===== config.mk =====
export PLATFORM = sky130hd
export DESIGN_NAME = prt_timer
export DESIGN_NICKNAME = d
export VERILOG_FILES = /design/src/core/prt_pkg.sv /design/src/core/prt_cnt_if.sv /design/src/core/prt_timer.sv /design/src/core/prt_prediv.sv
export VERILOG_INCLUDE_DIRS = /design/src /design/src/core
export SDC_FILE = /design/constraint.sdc
export NUM_CORES = 1
export LEC_CHECK = 0
export ABC_AREA = 1
export BUFFER_PORTS_ARGS = -buffer_cell sky130_fd_sc_hd__buf_2
export CELL_PAD_IN_SITES_DETAIL_PLACEMENT = 1
export CELL_PAD_IN_SITES_GLOBAL_PLACEMENT = 2
export CORE_MARGIN = 5
export CORE_UTILIZATION = 36
export DETAILED_ROUTE_END_ITERATION = 10
export HOLD_SLACK_MARGIN = 0.05
export PLACE_DENSITY_LB_ADDON = 0.1
export SLEW_MARGIN = 0
export SYNTH_ARGS = -nofsm -noshare
export SYNTH_HDL_FRONTEND = slang
export SYNTH_HIERARCHICAL = 1
export SYNTH_SLANG_ARGS = --single-unit

===== constraint.sdc =====
create_clock -name sys_clk_i -period 2.9 [get_ports sys_clk_i]
set_input_delay 0.145 -clock sys_clk_i [delete_from_list [all_inputs] [get_ports sys_clk_i]]
set_output_delay 0.145 -clock sys_clk_i [all_outputs]
set_load 0.05 [all_outputs]

===== src/core/prt_defines.svh =====
// register offsets, field positions, reset values and timing counts
// assumes an 8-bit i/o address and 4-bit data register port
`ifndef PRT_DEFINES_SVH
`define PRT_DEFINES_SVH

// register offsets
`define PRT_ADDR_FLAG 8'hC0
`define PRT_ADDR_MASK 8'hC8
`define PRT_ADDR_RUN 8'hE9
`define PRT_ADDR_CFG 8'hEA
`define PRT_ADDR_CNT_LO 8'hEB
`define PRT_ADDR_CNT_HI 8'hEC
`define PRT_ADDR_RLD_LO 8'hED
`define PRT_ADDR_RLD_HI 8'hEE

// bit positions
`define PRT_BIT_FLAG 0
`define PRT_BIT_MASK 0
`define PRT_BIT_STROBE 0
`define PRT_BIT_RUN 1
`define PRT_BIT_PINSEL 3
`define PRT_CFG_SRC_LSB 0
`define PRT_CFG_DIV_LSB 2

// reset values
`define PRT_RST_CFG 4'h0
`define PRT_RST_CNT 8'h00
`define PRT_RST_RLD 8'h00

// predivider taps for 1/4, 1/32, 1/256
`define PRT_TAP_DIV4 1
`define PRT_TAP_DIV32 4
`define PRT_TAP_DIV256 7

// noise rejector sample rate from the slow oscillator
`define PRT_SLOW_OSC_HZ 32768
`define PRT_NR_SAMPLE_HZ 256
`define PRT_NR_DIV (`PRT_SLOW_OSC_HZ / `PRT_NR_SAMPLE_HZ)

`endif


===== src/core/prt_pkg.sv =====
// types shared by the reload timer and its predivider
// assumes nothing beyond the defines header
package prt_pkg;

    // count clock sources, in field order
    typedef enum logic [1:0] {
        PRT_SRC_FILTERED,
        PRT_SRC_DIRECT,
        PRT_SRC_SLOW,
        PRT_SRC_FAST
    } prt_src_type;

    // predivider ratios, in field order
    typedef enum logic [1:0] {
        PRT_DIV_256,
        PRT_DIV_32,
        PRT_DIV_4,
        PRT_DIV_1
    } prt_div_type;

    // predivider state
    typedef struct packed {
        logic [7:0] cnt;
        logic src_prev;
        logic div_prev;
    } prt_div_state_type;

    // timer state
    typedef struct packed {
        logic [2:0] sync1;
        logic [2:0] sync2;
        logic slow_prev;
        logic [6:0] nr_cnt;
        logic nr_samp;
        logic nr_out;
        logic [3:0] cfg;
        logic run;
        logic pin_sel;
        logic mask;
        logic flag;
        logic [7:0] cnt;
        logic [7:0] reload;
        logic [3:0] hold;
        logic ovf;
        logic pin;
        logic irq;
        logic [3:0] rdata;
    } prt_state_type;

endpackage


===== src/core/prt_cnt_if.sv =====
// link between the timer core and its predivider
// assumes both ends run on the same clock
interface prt_cnt_if;
    logic src_lvl; // selected source level
    logic fall_edge; // count on falling edge
    prt_pkg::prt_div_type div_sel; // ratio
    logic clear; // restart the divided period
    logic enable; // timer running
    logic tick; // one count of the down counter

    modport ctl (
        output src_lvl, fall_edge, div_sel, clear, enable,
        input tick
    );
    modport div (
        input src_lvl, fall_edge, div_sel, clear, enable,
        output tick
    );
endinterface


===== src/core/prt_timer.sv =====
// reload timer: 8-bit down counter with reload, flag and clock output
// assumes a one-cycle register port from the cpu side and raw pins
// for the event input and the two oscillator clocks
`include "prt_defines.svh"

module prt_timer #(
    parameter int NR_DIV = `PRT_NR_DIV // slow clocks per rejector sample
) (
    // clock and reset
    input wire logic sys_clk_i,
    input wire logic arst_n_i,
    // register port
    input wire logic [7:0] addr_i,
    input wire logic [3:0] wdata_i,
    input wire logic wr_i,
    input wire logic rd_i,
    output logic [3:0] rdata_o,
    // raw clock sources
    input wire logic event_input_i,
    input wire logic slow_osc_clock_i,
    input wire logic fast_osc_clock_i,
    // output port path
    input wire logic port_dc_level_i,
    output logic output_pin_o,
    // serial interface and interrupt path
    output logic underflow_clock_o,
    output logic irq_o
);

    localparam logic [6:0] NR_LAST = 7'(NR_DIV - 1);

    prt_pkg::prt_state_type s; // all registered state
    prt_pkg::prt_state_type next_s; // its next value
    prt_pkg::prt_src_type src_sel; // decoded source field
    logic reload_strobe; // software reset of the timer
    logic underflow; // counter reached 00H this cycle
    logic [7:0] dec; // counter minus one

    prt_cnt_if cnt_if ();

    // predivider sits behind the source selector
    prt_prediv u_prediv (
        .sys_clk_i(sys_clk_i),
        .arst_n_i(arst_n_i),
        .cnt_if(cnt_if)
    );

    // source selection reads only settled, synchronised levels
    assign src_sel = prt_pkg::prt_src_type'(s.cfg[`PRT_CFG_SRC_LSB +: 2]);
    assign cnt_if.div_sel =
        prt_pkg::prt_div_type'(s.cfg[`PRT_CFG_DIV_LSB +: 2]);
    assign cnt_if.enable = s.run;
    assign cnt_if.clear = reload_strobe;

    // source mux and edge direction
    always_comb begin
        cnt_if.fall_edge = 1'b0;
        unique case (src_sel)
            prt_pkg::PRT_SRC_FILTERED: begin
                cnt_if.src_lvl = s.nr_out;
                cnt_if.fall_edge = 1'b1;
            end
            prt_pkg::PRT_SRC_DIRECT: begin
                cnt_if.src_lvl = s.sync2[0];
                cnt_if.fall_edge = 1'b1;
            end
            prt_pkg::PRT_SRC_SLOW: begin
                cnt_if.src_lvl = s.sync2[1];
            end
            prt_pkg::PRT_SRC_FAST: begin
                cnt_if.src_lvl = s.sync2[2];
            end
        endcase
    end

    // next-state logic for the whole block
    always_comb begin
        next_s = s;
        underflow = 1'b0;
        dec = s.cnt - 8'h01;

        // event and oscillator pins pass two flops before anything reads them
        next_s.sync1 = {fast_osc_clock_i, slow_osc_clock_i, event_input_i};
        next_s.sync2 = s.sync1;
        next_s.slow_prev = s.sync2[1];

        // noise rejector: two equal samples at 256 Hz change the output,
        // so short chatter is dropped and long presses pass
        if (s.sync2[1] && !s.slow_prev) begin
            if (s.nr_cnt == NR_LAST) begin
                next_s.nr_cnt = 7'h00;
                next_s.nr_samp = s.sync2[0];
                if (s.sync2[0] == s.nr_samp) begin
                    next_s.nr_out = s.nr_samp;
                end
            end else begin
                next_s.nr_cnt = s.nr_cnt + 7'h01;
            end
        end

        // software reset: write 1 to the strobe bit, 0 does nothing
        reload_strobe = wr_i && addr_i == `PRT_ADDR_RUN
            && wdata_i[`PRT_BIT_STROBE];

        // register writes; readback and flag addresses ignore them
        if (wr_i) begin
            case (addr_i)
                `PRT_ADDR_MASK: begin
                    next_s.mask = wdata_i[`PRT_BIT_MASK];
                end
                `PRT_ADDR_RUN: begin
                    next_s.run = wdata_i[`PRT_BIT_RUN];
                    next_s.pin_sel = wdata_i[`PRT_BIT_PINSEL];
                end
                `PRT_ADDR_CFG: begin
                    next_s.cfg = wdata_i;
                end
                `PRT_ADDR_RLD_LO: begin
                    next_s.reload[3:0] = wdata_i;
                end
                `PRT_ADDR_RLD_HI: begin
                    next_s.reload[7:4] = wdata_i;
                end
                // counter and flag are read-only
                default: begin
                    next_s.cfg = next_s.cfg;
                end
            endcase
        end

        // register reads: data stand only in the following cycle
        next_s.rdata = 4'h0;
        if (rd_i) begin
            case (addr_i)
                `PRT_ADDR_FLAG: begin
                    next_s.rdata[`PRT_BIT_FLAG] = s.flag;
                    next_s.flag = 1'b0;
                end
                `PRT_ADDR_MASK: begin
                    next_s.rdata[`PRT_BIT_MASK] = s.mask;
                end
                `PRT_ADDR_RUN: begin
                    // strobe bit always reads as zero
                    next_s.rdata[`PRT_BIT_RUN] = s.run;
                    next_s.rdata[`PRT_BIT_PINSEL] = s.pin_sel;
                end
                `PRT_ADDR_CFG: begin
                    next_s.rdata = s.cfg;
                end
                `PRT_ADDR_CNT_LO: begin
                    next_s.rdata = s.cnt[3:0];
                    // keep the high half stable for the next read
                    next_s.hold = s.cnt[7:4];
                end
                `PRT_ADDR_CNT_HI: begin
                    // the high half read is only consistent if the low
                    // half was read first
                    next_s.rdata = s.hold;
                end
                `PRT_ADDR_RLD_LO: begin
                    next_s.rdata = s.reload[3:0];
                end
                `PRT_ADDR_RLD_HI: begin
                    next_s.rdata = s.reload[7:4];
                end
                // unmapped addresses read as zero
                default: begin
                    next_s.rdata = 4'h0;
                end
            endcase
        end

        // down counter; a software reset wins over a count tick
        if (reload_strobe) begin
            next_s.cnt = s.reload;
        end else if (cnt_if.tick) begin
            if (dec == 8'h00) begin
                // reload 00H wraps through FFH, giving 256 counts
                underflow = 1'b1;
                next_s.cnt = s.reload;
                next_s.ovf = !s.ovf;
            end else begin
                next_s.cnt = dec;
            end
        end

        // hardware set wins over the read-clear in the same cycle
        if (underflow) begin
            next_s.flag = 1'b1;
        end

        // registered outputs, from next values to avoid a lag
        next_s.pin = next_s.pin_sel ? !next_s.ovf : port_dc_level_i;
        next_s.irq = next_s.flag && next_s.mask;
    end

    // state register; reload and counter reset to zero though software
    // must treat them as undefined
    always_ff @(posedge sys_clk_i or negedge arst_n_i) begin
        if (!arst_n_i) begin
            s <= '0;
            s.cfg <= `PRT_RST_CFG;
            s.cnt <= `PRT_RST_CNT;
            s.reload <= `PRT_RST_RLD;
        end else begin
            s <= next_s;
        end
    end

    // outputs straight from flops
    assign rdata_o = s.rdata;
    assign underflow_clock_o = s.ovf;
    assign output_pin_o = s.pin;
    assign irq_o = s.irq;
endmodule


===== src/core/prt_prediv.sv =====
// predivider: divides the selected source and yields count ticks
// assumes src_lvl is already synchronised to sys_clk_i
`include "prt_defines.svh"

module prt_prediv (
    // clock and reset
    input wire logic sys_clk_i,
    input wire logic arst_n_i,
    // link to the timer core
    prt_cnt_if.div cnt_if
);

    prt_pkg::prt_div_state_type s;
    prt_pkg::prt_div_state_type next_s;
    logic div_lvl; // divided clock level
    logic tick; // edge of divided clock

    // divide, then detect the chosen edge of the divided clock
    always_comb begin
        next_s = s;
        next_s.src_prev = cnt_if.src_lvl;
        if (cnt_if.clear) begin
            next_s.cnt = 8'h00;
        end else if (cnt_if.enable && cnt_if.src_lvl && !s.src_prev) begin
            next_s.cnt = s.cnt + 8'h01;
        end
        unique case (cnt_if.div_sel)
            prt_pkg::PRT_DIV_256: div_lvl = next_s.cnt[`PRT_TAP_DIV256];
            prt_pkg::PRT_DIV_32: div_lvl = next_s.cnt[`PRT_TAP_DIV32];
            prt_pkg::PRT_DIV_4: div_lvl = next_s.cnt[`PRT_TAP_DIV4];
            prt_pkg::PRT_DIV_1: div_lvl = cnt_if.src_lvl;
        endcase
        // rising-edge sources see the tap inverted, so their rising edge
        // lands on the wrap and the first period after a clear is full
        if (cnt_if.div_sel != prt_pkg::PRT_DIV_1 && !cnt_if.fall_edge) begin
            div_lvl = !div_lvl;
        end
        next_s.div_prev = div_lvl;
        // a clear must not count, though it may move the level
        if (cnt_if.clear || !cnt_if.enable) begin
            tick = 1'b0;
        end else if (cnt_if.fall_edge) begin
            tick = s.div_prev && !div_lvl;
        end else begin
            tick = !s.div_prev && div_lvl;
        end
    end

    // state register
    always_ff @(posedge sys_clk_i or negedge arst_n_i) begin
        if (!arst_n_i) begin
            s <= '0;
        end else begin
            s <= next_s;
        end
    end

    assign cnt_if.tick = tick;
endmodule


### Word level (Yosys, flattened, before mapping)

Index checks and enable logic that the tools add are counted.

* register bits: 61
* logic and storage cells: 105

* $add $sub $neg: 3
* eq/ne operators: 17
* mux-type cells: 30
* reductions and logical operators: 32

Operators with widths (number)
* == test 8 bit (second input constant): 8
* two-way mux 8 bit: 5
* two-way mux 1 bit: 16
* case mux 1 bit (6 select lines): 2
* AND reduction 2 bit: 6
* logical AND 1 bit: 9
* zero test 1 bit: 9
* adder 8 x 1 -> 8 bit (second input constant): 1
* == test 2 bit (second input constant): 4
* zero test 8 bit: 1
* case mux 1 bit (4 select lines): 2
* subtractor 8 x 1 -> 8 bit (second input constant): 1
* adder 7 x 1 -> 7 bit (second input constant): 1
* == test 7 bit (second input constant): 1
* two-way mux 7 bit: 1
* case mux 1 bit (7 select lines): 1
* case mux 1 bit (5 select lines): 1
* == test 2 x 1 -> 1 bit (second input constant): 2
* zero test 2 bit: 2
* two-way mux 4 bit: 1
* nonzero test 2 bit: 2
* AND reduction 3 bit: 1
* two-way mux 2 bit: 1
* != test 2 bit (second input constant): 1
* 3 further kinds: 3

### Depth between registers and ports, before layout

Gate-level depths: netlist of the first run.

* depth after elaboration: 17
* gate-level depth with buffers: 21
* gate-level depth less buffers: 21

### Modules after synthesis

The synthesis of the first run kept the hierarchy.

Modules (own cells, without submodules)
* prt_timer: times used 1, cells each 313, area an instance 2552.4 sq um, sequential area each 1276.2 sq um
* prt_prediv: times used 1, cells each 78, area an instance 643.1 sq um, sequential area each 250.2 sq um

### Least setup slack after synthesis of the first run

OpenSTA, ideal clock, no wires.

* path type: reg2reg
* start: register s[32] (netlist bit)
* end: register s (netlist bit output_pin_o)
* library setup time: 118 ps
* arrival time: 2055 ps
* data required time: 2782 ps
* setup slack: 728 ps
* cell stages (with the launch flop): 20
* clock period less this slack: 2172 ps
* path through: dfrtp_1 > inv_1 > a21oi_1 > o21ai_0 > nand2_1 > nand2_2 > nor2_4 > nand2_1 > nand4_2 > nand2_2 > nor2_4 > nand2_2 > nand2_2 > nand3_2 > a21oi_2 > inv_1 > nor2_1 > nand4_1 > nand3_1 > nand2_1

RTL lines
* start, declared: line prt_timer.sv:32 `prt_pkg::prt_state_type s;`
* start signal, assigned: line prt_timer.sv:206 `s <= next_s;`

==> results.cfg, run 1 <==
[worst_setup_path]
critPathKind = register to register
crit_fanout = 7
timing.critical_path.to_type = register
worstPathArrival_ns = 2.85
cp-startpoint = s[32]$_DFFE_PN0P_
launch_point_of_the_worst_reg_to_reg_path = s[32]$_DFFE_PN0P_
crit_path_start_kind = register
critical_path_required_ns = 3.19

[sta]
hold_violations = 0
setup-violations-final = 0
grt_setup_unrepaired = false
timing.clock.skew_ns = 0.01369
finalMaxSlewViolations = 0
worstMarginPinSlew_ns = 0.4203
finalSetupTns_ns = 0
relSlewSlack = 0.7198
finalCritPeriodShare = 0.8814
max_freq_mhz = 391.2
finalWorstPathRequiredPeriod_ns = 2.556

[cts]
clock_path_buffers = 2
path_clk_slew_ns = 0.08
htree_levels = 3
tritoncts_num_sinks = 61
clockRootBuffer = clkbuf_8
worstSkewPairLatency_ns = 0.35
cts_tree = built
tritoncts.num_buffers = 9

[power]
worst_ir_drop_vdd_mv = 0.2824
powerDensity_mw_per_mm2 = 575.2
power_leakage_uw = 0.001791

[detailed_routing]
antenna_left = 0
detail_route.vias_per_cell = 4.925
initialDrtViolationCount = 61
drt-wirelength-per-cell_um = 14.92
first_pass_iters = 4
wl_mm = 8.116
post-route-drc-count = 0
dr_total_vias = 2679

[logic_synthesis]
mappedNetlistNets = 415
async_reset_ff_frac = 1.000
post_synth_main_area_contributors = dfrtp_1 (48%), nand2_1 (11%), inv_1 (6.6%)
synth-adder-area-share = 0.01566
synth_top_family_by_area = simple AND/OR/NAND/NOR gates
ys_warn_count = 6
synth.top_cells.by_count = nand2_1 (93), dfrtp_1 (61), inv_1 (56)
share_of_the_synthesized_area_in_compound_gates_ao_oa_aoi_oai = 0.1116
post-synth-top-count-cell = nand2_1
syn-cell-area_mm2 = 0.003196
muxShareOfSynthArea = 0
synth_flop_cell = dfrtp_1
synth_enable_flop_cells = 0
synth.avg_cell_area_um2 = 8.173
post_synth_simple_gate_area = 0.3046
post_synthesis_xor_xnor_area_fraction = 0.008222
ys_ff_latch = 61
yosysSeqAreaShare = 0.4777
yosys.area.top_type = dfrtp_1
synth.distinct_cells = 32
post-synth-top-area-fraction = 0.4777
synthesized_netlist_cell_count = 391

[layout]
layout-drive-gt1-share = 0.1950
sequential_cell_area_mm2 = 0.001526
multiInputGateArea_mm2 = 0.001409
finalNetCount = 456
final_core_util = 0.4289
n_antenna_cell = 0
area.growth.synth_to_final_pct = 16.48
n_fill_cell = 1082

[placement]
dpl.hpwl_mm = 6.274
gp_congestion = 0.7653
buffer_ports.inserted = 26

[global_routing]
grt_pass1_vias = 2779
gr-usage-all-layers = 0.1576
grt-ovfl-total = 0
grt_pass1_wl_mm = 13.92
maximum_number_of_pins_on_one_net_before_global_route_repair = 26
grt_antenna_before_repair = 0

[status]
outcome = finished clean

[floorplanning]
design.portCount = 27
std_cell_rows = 34
initial_core_util = 0.3682
dieHeight_um = 104.2
die-area_mm2 = 0.01086
die_width_um = 104.2
core_region_area_mm2 = 0.008678

[job]
max-cap-violations = 0

[min_path]
timing.hold.worst.start = rd_i
hold_path.class = input pin to register
## metrics by stage
step	cells	worst slack [ns]	instance area, um^2	total power [uW]	hold slack [ns]
after global placement	523	0.4508	3448	1294	0.1039
final	544	0.3438	3722	2141	0.08574
after CTS	543	0.2875	3712	2158	0.07596
after floorplan	391	0.7278	3196	1196	-0.1506
after global routing	544	0.01211	3722	2255	0.08547
after detailed placement	523	0.3338	3448	1305	0.1111
## state kept, by name (all words and copies together) (netlist names)
| register | flops |
|---|---|
| rdata_o | 4 |
| next_s | 4 |
| s | 37 |
| output_pin_o | 1 |
| u_prediv/s | 10 |
| underflow_clock_o | 1 |
| cnt_if.enable | 1 |
| irq_o | 1 |
| cnt_if.div_sel | 2 |
## cells by family (layout without fill, tap and decap cells)
family / after synthesis / after routing
AOI/OAI and AO/OA: 67 / 67
adders and majority gates: 4 / 4
and+or+nand+nor: 191 / 191
xor gates and xnor gates: 3 / 3
buffers and inverters: 65 / 110
DFF: 61 / 61
## where the power goes
part           internal [uW]  total, uW  switching (uW)
clock network            502        850             349
logic                    112        302             191
registers                918        988            70.0
total                   1530       2140             609
## layout make-up
| type | instances | area share |
|---|---|---|
| clock buffers | 11 | 0.03798 |
| inverters | 60 | 0.06118 |
| well taps | 108 | 0.03630 |
| flip-flops and latches | 61 | 0.4101 |
| multi-input cells | 265 | 0.3785 |
| clock inverters | 4 | 0.01950 |
| repair buffers | 35 | 0.05647 |
## worst max-delay path, stage by stage (launching register included)
cell	delay (ns)
dfrtp_1	0.37
inv_1	0.10
a21oi_1	0.12
o21ai_0	0.09
nand2_1	0.18
nand2_2	0.09
nor2_4	0.14
nand2_1	0.10
nand4_2	0.08
nand2_2	0.07
nor2_4	0.17
nand2_2	0.07
nand2_2	0.07
nand3_2	0.06
a21oi_2	0.20
inv_2	0.10
nor2_2	0.15
nand3_2	0.11
nand2_1	0.09
nand3_1	0.07
nand2_1	0.07
## cells in the final DEF (no fill, tap or decap), types with 4 or more instances in the layout
master | synthesis | routed
clkbuf_8 | 0 | 10
nand4_1 | 13 | 13
inv_2 | 3 | 4
nand2_1 | 93 | 93
o21ai_0 | 35 | 35
nor2_2 | 5 | 6
buf_4 | 4 | 4
nand3_1 | 21 | 21
nor2_1 | 26 | 25
dlygate4sd3_1 | 0 | 5
inv_1 | 56 | 55
nand2_2 | 9 | 9
nand3_2 | 6 | 6
ha_1 | 4 | 4
dfrtp_1 | 61 | 61
o22ai_1 | 4 | 4
nor2_4 | 9 | 9
a21oi_1 | 20 | 20
buf_2 | 1 | 26
## per-layer routing
layer,up-vias,GRT usage,wire length (um)
li1,1353,-,-
met1,1280,0.2273,4286
met2,35,0.2345,3416
met3,11,0.02917,268
met4,0,0.05828,145
met5,-,0,0
## final timing paths
| kind | slack (ns) | cells past startpoint | end |
|---|---|---|---|
| min | 0.09 | 2 | rdata_o[0]$_DFF_PN0_ |
| min in group asynchronous | 0.25 | 2 | u_prediv/s[7]$_DFFE_PN0P_ |
| min reg2reg | 0.35 | 0 | s[45]$_DFF_PN0_ |
| max | 0.34 | 20 | output_pin_o$_DFF_PN0_ |
| max reg2reg | 0.34 | 20 | output_pin_o$_DFF_PN0_ |
| max in group asynchronous | 1.95 | 3 | s[19]$_DFFE_PN0P_ |
## repair_timing
action,in CTS,in global routing
hold buffers,5,0
gates resized for setup,0,2
hold endpoints to repair,20,0
buffers inserted,0,1
setup endpoints to repair,0,2
(Power assumes the default switching activity.)
==> run 2, diff against run 1 <==
--- a/config.mk
+++ b/config.mk
@@ -11,7 +11,7 @@
 export CELL_PAD_IN_SITES_DETAIL_PLACEMENT = 1
 export CELL_PAD_IN_SITES_GLOBAL_PLACEMENT = 2
 export CORE_MARGIN = 5
-export CORE_UTILIZATION = 36
+export CORE_UTILIZATION = 32
 export DETAILED_ROUTE_END_ITERATION = 10
 export HOLD_SLACK_MARGIN = 0.05
 export PLACE_DENSITY_LB_ADDON = 0.1
==> constraint.sdc (replaced) <==
create_clock -name sys_clk_i -period 2.3 [get_ports sys_clk_i]
set_input_delay 0.115 -clock sys_clk_i [delete_from_list [all_inputs] [get_ports sys_clk_i]]
set_output_delay 0.115 -clock sys_clk_i [all_outputs]
set_load 0.05 [all_outputs]
==> run 2 against run 1 <==
Against the previous run:
- the run now ends with setup timing left
- die area grew 11%
- register-to-register slack got worse by 0.44 ns
- critical path depth shrank 2
- largest power group unchanged
- fmax is 6.6% higher
==> results.cfg, run 2 (same netlist as run 1, synthesis figures left out) <==
[status]
failed_checks = setup timing
outcome = finished with violations

[placement]
dpl.hpwl_mm = 6.676
buffer_ports.inserted = 26
gp_congestion = 0.8423
place_ws_ns = -0.04297

[floorplanning]
std_cell_rows = 36
die-area_mm2 = 0.01208
core_region_area_mm2 = 0.009774
initial_core_util = 0.3269
design.portCount = 27
die_width_um = 109.9
dieHeight_um = 109.9

[sta]
relSlewSlack = 0.6543
finalMaxSlewViolations = 0
max_freq_mhz = 417.1
grt_setup_unrepaired = true
setup-violations-final = 10
hold_violations = 0
worstMarginPinSlew_ns = 0.5147
finalWorstPathRequiredPeriod_ns = 2.397
setup_slack_ns = -0.09739
timing.clock.skew_ns = 0.01006
finalCritPeriodShare = 1.042

[worst_setup_path]
cpLargestDelayFamily = simple AND/OR/NAND/NOR gates
timing.critical_path.to_type = register
cp_cell_sequence = inv_2 -> a21oi_2 -> o21ai_1 -> nand2_1 -> nand2_2 -> nor2_4 -> nand3_2 -> nand3_4 -> nor2_4 -> nor2_4 -> nand2_2 -> nand2_2 -> nand3_2 -> a21oi_4 -> inv_2 -> buf_4 -> o21ai_1 -> a21oi_1
crit_path_start_kind = register
setup_slack_on_the_worst_flop_to_flop_path_ns = -0.1
cell_with_the_largest_stage_delay_on_the_worst_path = dfrtp_1
cp-startpoint = s[31]$_DFFE_PN0P_
critPathKind = register to register
launch_point_of_the_worst_reg_to_reg_path = s[31]$_DFFE_PN0P_
count_of_buffer_and_inverter_cells_on_the_critical_path = 3
critical_path_required_ns = 2.53
crit_fanout = 6
crit_path_max_incr_delay_ns = 0.38
worstPathArrival_ns = 2.63

[detailed_routing]
wl_mm = 8.770
antenna_left = 0
drt-wirelength-per-cell_um = 14.84
dr_total_vias = 2741
first_pass_iters = 4
detail_route.vias_per_cell = 4.638
post-route-drc-count = 0
initialDrtViolationCount = 48

[cts]
tritoncts.num_buffers = 9
clockRootBuffer = clkbuf_8
worstSkewPairLatency_ns = 0.35
htree_levels = 3
path_clk_slew_ns = 0.08
tritoncts_num_sinks = 61
clock_path_buffers = 2
cts_tree = built

[power]
fin_total_pwr_uw = 2559
power_leakage_uw = 0.001886
worst_ir_drop_vdd_mv = 0.2759
powerDensity_mw_per_mm2 = 650.3

[layout]
final_cell_mix = nand2_1 (91), dfrtp_1 (61), inv_1 (52)
final_common_cell = nand2_1
n_antenna_cell = 0
max_flop_register = s
layout-drive-gt1-share = 0.2620
area.growth.synth_to_final_pct = 23.14
n_fill_cell = 1225
flip_flop_count_of_the_largest_register_all_copies_and_words_added = 37
finalNetCount = 477
largest_registers = s: 37 flops, u_prediv/s: 10 flops

[min_path]
timing.hold.worst.start = wdata_i[2]
hold_path.class = input pin to register

[global_routing]
grt_pass1_vias = 2889
maximum_number_of_pins_on_one_net_before_global_route_repair = 33
gr-usage-all-layers = 0.1583
grt_antenna_before_repair = 0
grt-ovfl-total = 0
grt_pass1_wl_mm = 14.40

[job]
max-cap-violations = 0
## run 2: cell types whose count changed in the layout (fill, tap and decap cells not counted), sizes merged
cell         before  now
clkbuf           11    9
dlygate4sd3       5    6
buf              30   50
bufinv            2    0
inv              60   63
clkinv            1    3
## run 2: worst reg2reg max path: cells and delay by family (launching register included)
kind | cells | cell delay [ns]
compound gates | 5 | 0.59
flops | 1 | 0.38
simple gates | 10 | 0.99
buf+inv | 3 | 0.32
## run 2: per-stage QoR
| step | hold WS, ns | utilization | instance area [um^2] | instances | setup TNS (ns) |
|---|---|---|---|---|---|
| floorplan | -0.1806 | - | 3196 | 391 | 0 |
| global placement | 0.1642 | 0.3652 | 3570 | 560 | 0 |
| detailed placement | 0.1677 | 0.3652 | 3570 | 560 | -0.04777 |
| CTS | 0.08355 | 0.3918 | 3830 | 584 | -0.04413 |
| global route | 0.1028 | 0.4026 | 3935 | 591 | -2.896 |
| finish | 0.1068 | 0.4026 | 3935 | 591 | -0.7211 |
## run 2: power by group
group / internal (uW) / leakage, uW / switching (uW)
clock network: 404 / 0.0000906 / 501
logic: 155 / 0.000983 / 254
registers: 1160 / 0.000812 / 88.7
total: 1720 / 0.00189 / 844
## run 2: final cells by class
type	count	area, um^2	share of cell area
well taps	133	166.4	0.04229
multi-input cells	265	1464	0.3720
clock buffers	9	123.9	0.03148
repair buffers	56	370.4	0.09412
clock inverters	7	56.30	0.01431
inverters	60	227.7	0.05787
flip-flops and latches	61	1526	0.3879
## run 2: final timing paths
kind	end	cells after the start
worst max-delay path	s[22]$_DFFE_PN0P_	18
worst min-delay path	s[17]$_DFFE_PN0P_	3
worst max register to register	s[22]$_DFFE_PN0P_	18
worst min register to register	s[47]$_DFF_PN0_	0
max in group asynchronous	s[8]$_DFFE_PN0P_	3
min in group asynchronous	s[41]$_DFFE_PN0P_	3
## run 2: metal layers
metal | up-vias | share of wire | track usage
met3 | 15 | 0.019 | 0.02584
met1 | 1316 | 0.44 | 0.1943
met5 | - | 0 | 0
met4 | 0 | 0.022 | 0.07213
met2 | 22 | 0.51 | 0.2708
li1 | 1388 | - | -
## run 2: timing repair
item / 4_1_cts / 5_1_grt
setup buffers: 2 / 7
hold endpoints to repair: 67 / 0
gates resized for setup: 7 / 19
cloned: 0 / 0
hold buffers: 6 / 0
pin swaps: 2 / 15
setup endpoints to repair: 9 / 12
==> run 3, diff against run 2 <==
--- a/config.mk
+++ b/config.mk
@@ -14,7 +14,7 @@
 export CORE_UTILIZATION = 32
 export DETAILED_ROUTE_END_ITERATION = 10
 export HOLD_SLACK_MARGIN = 0.05
-export PLACE_DENSITY_LB_ADDON = 0.1
+export PLACE_DENSITY = 0.71
 export SLEW_MARGIN = 0
 export SYNTH_ARGS = -nofsm -noshare
 export SYNTH_HDL_FRONTEND = slang
==> run 3 against run 2 <==
Against the previous run:
- the flow now finishes without violations
- via count is 0.22% higher
- cell count is 0.51% higher
- hold slack improved by 0.0072 ns
- wire length down 0.63%
- clock power grew 12%
- setup slack improved by 0.11 ns
- combinational power up 2%
- register-to-register slack improved by 0.11 ns
- count of clock-buffer cells in the layout stayed put
- critical path type unchanged
- critical endpoint is now output_pin_o$_DFF_PN0_
- largest power group unchanged
- highest routed layer unchanged
==> results.cfg, run 3 (same netlist as run 1, synthesis figures left out) <==
[status]
outcome = finished clean

[worst_setup_path]
cp_cell_sequence = inv_2 -> a21oi_2 -> o21ai_1 -> nand2_2 -> nand2_2 -> nor2_4 -> nand3_2 -> nand3_4 -> nor2_4 -> nor2_4 -> nand4_1 -> a21oi_4 -> inv_2 -> nor2_4 -> nand4_1 -> nand3_1 -> nand2_1
crit_path_start_kind = register
worst_case_reg_to_reg_path_depth = 17
crit_fanout = 4
setup_slack_on_the_worst_flop_to_flop_path_ns = 0.02
timing.critical_path.to_type = register
crit_path_max_incr_delay_ns = 0.40
launch_point_of_the_worst_reg_to_reg_path = s[32]$_DFFE_PN0P_
cell_with_the_largest_stage_delay_on_the_worst_path = dfrtp_1
crit_top_cell = nor2_4
critical_path_required_ns = 2.54
critPathKind = register to register
worstPathArrival_ns = 2.52
end_of_the_worst_register_to_register_path = output_pin_o$_DFF_PN0_

[layout]
final_common_cell = nand2_1
finalNetCount = 480
n_fill_cell = 1191
post-route-cell-area_mm2 = 0.004009
final_cell_mix = nand2_1 (91), dfrtp_1 (61), inv_1 (53)
max_flop_register = s
flip_flop_count_of_the_largest_register_all_copies_and_words_added = 37
largest_registers = s: 37 flops, u_prediv/s: 10 flops
post_layout_cell_count = 594
n_antenna_cell = 0
layout-drive-gt1-share = 0.2646
area.growth.synth_to_final_pct = 25.45

[cts]
path_clk_slew_ns = 0.07
cts_tree = built
clockRootBuffer = clkbuf_8
clock_path_buffers = 2
htree_levels = 3
tritoncts.num_buffers = 9
worstSkewPairLatency_ns = 0.35
tritoncts_num_sinks = 61

[power]
fin_total_pwr_uw = 2669
power_leakage_uw = 0.001912
worst_ir_drop_vdd_mv = 0.2780
powerDensity_mw_per_mm2 = 665.9

[detailed_routing]
detail_route.vias_per_cell = 4.625
first_pass_iters = 4
wl_mm = 8.715
drt-wirelength-per-cell_um = 14.67
antenna_left = 0
dr_total_vias = 2747
post-route-drc-count = 0
initialDrtViolationCount = 71

[min_path]
timing.hold.worst_path_depth = 3
timing.hold.worst.start = wdata_i[1]
hold_path_end = s[32]$_DFFE_PN0P_
hold_path.class = input pin to register

[sta]
hold_violations = 0
relSlewSlack = 0.5560
finalCritPeriodShare = 0.9934
finalSetupTns_ns = 0
timing.clock.skew_ns = 0.01090
finalWorstPathRequiredPeriod_ns = 2.285
grt_setup_unrepaired = true
worstMarginPinSlew_ns = 0.6660
finalMaxSlewViolations = 0
setup-violations-final = 0
max_freq_mhz = 437.7

[placement]
numPlacedInstances = 568
dpl.hpwl_mm = 6.721
gp_congestion = 0.7634
buffer_ports.inserted = 26
post_dp_cell_area_mm2 = 0.003642

[global_routing]
grt_pass1_wl_mm = 14.72
grt_pass1_vias = 2958
maximum_number_of_pins_on_one_net_before_global_route_repair = 36
gr-usage-all-layers = 0.1615
grt-ovfl-total = 0
grt_antenna_before_repair = 0

[floorplanning]
initial_core_util = 0.3269
dieHeight_um = 109.9
die_width_um = 109.9
design.portCount = 27
std_cell_rows = 36
die-area_mm2 = 0.01208
core_region_area_mm2 = 0.009774

[job]
max-cap-violations = 0
-- run 3: stage by stage --
stage / hold WS [ns] / worst slack (ns) / util
final: 0.1140 / 0.01527 / 0.4101
after detailed placement: 0.1880 / -0.1301 / 0.3726
after global routing: 0.1268 / -0.1823 / 0.4101
after global placement: 0.1890 / -0.03952 / 0.3726
after floorplan: -0.1806 / 0.1278 / -
after CTS: 0.1031 / -0.02717 / 0.4046
-- run 3: worst max path at each step --
stage / startpoint / to / slack (ns) / cells past startpoint
2_1_floorplan: s[32]$_DFFE_PN0P_ / output_pin_o$_DFF_PN0_ / 0.13 / 19
3_3_place_gp: s[31]$_DFFE_PN0P_ / output_pin_o$_DFF_PN0_ / -0.04 / 19
3_5_place_dp: s[31]$_DFFE_PN0P_ / output_pin_o$_DFF_PN0_ / -0.13 / 19
4_1_cts: s[31]$_DFFE_PN0P_ / output_pin_o$_DFF_PN0_ / -0.03 / 19
5_1_grt: s[31]$_DFFE_PN0P_ / output_pin_o$_DFF_PN0_ / -0.18 / 17
6_report: s[32]$_DFFE_PN0P_ / output_pin_o$_DFF_PN0_ / 0.02 / 17
-- run 3: final cells by class --
cell class | instances | area, um^2 | area share
multi-input combinational | 265 | 1475 | 0.3680
inverter | 60 | 230.2 | 0.05743
clock buffer | 9 | 123.9 | 0.03090
sequential | 61 | 1526 | 0.3808
timing repair buffer | 59 | 405.4 | 0.1011
tap | 133 | 166.4 | 0.04151
clock inverter | 7 | 81.33 | 0.02029
-- run 3: critical path, delay by kind of cell, from the launching register on --
family	cells	cell delay, ns
flip-flops	1	0.40
AO/OA/AOI/OAI	3	0.38
buffers and inverters	2	0.13
AND/OR/NAND/NOR	12	1.26
-- run 3: repair_timing --
item,4_1_cts,5_1_grt
gates resized for setup,18,10
pin swaps,11,3
setup buffers,3,1
cloned,0,0
hold buffers,6,0
endpoints found under the setup margin,10,12
hold endpoints to repair,31,0
-- run 3: report_power, final --
part | switching, uW | internal, uW | total (uW)
registers | 87.4 | 1160 | 1240
logic | 258 | 160 | 418
clock network | 492 | 515 | 1010
total | 838 | 1830 | 2670
-- run 3: routing by layer --
metal | GRT usage | part of all wire
met5 | 0 | 0
met4 | 0.06233 | 0.018
met3 | 0.03523 | 0.027
met2 | 0.2704 | 0.49
met1 | 0.2023 | 0.46
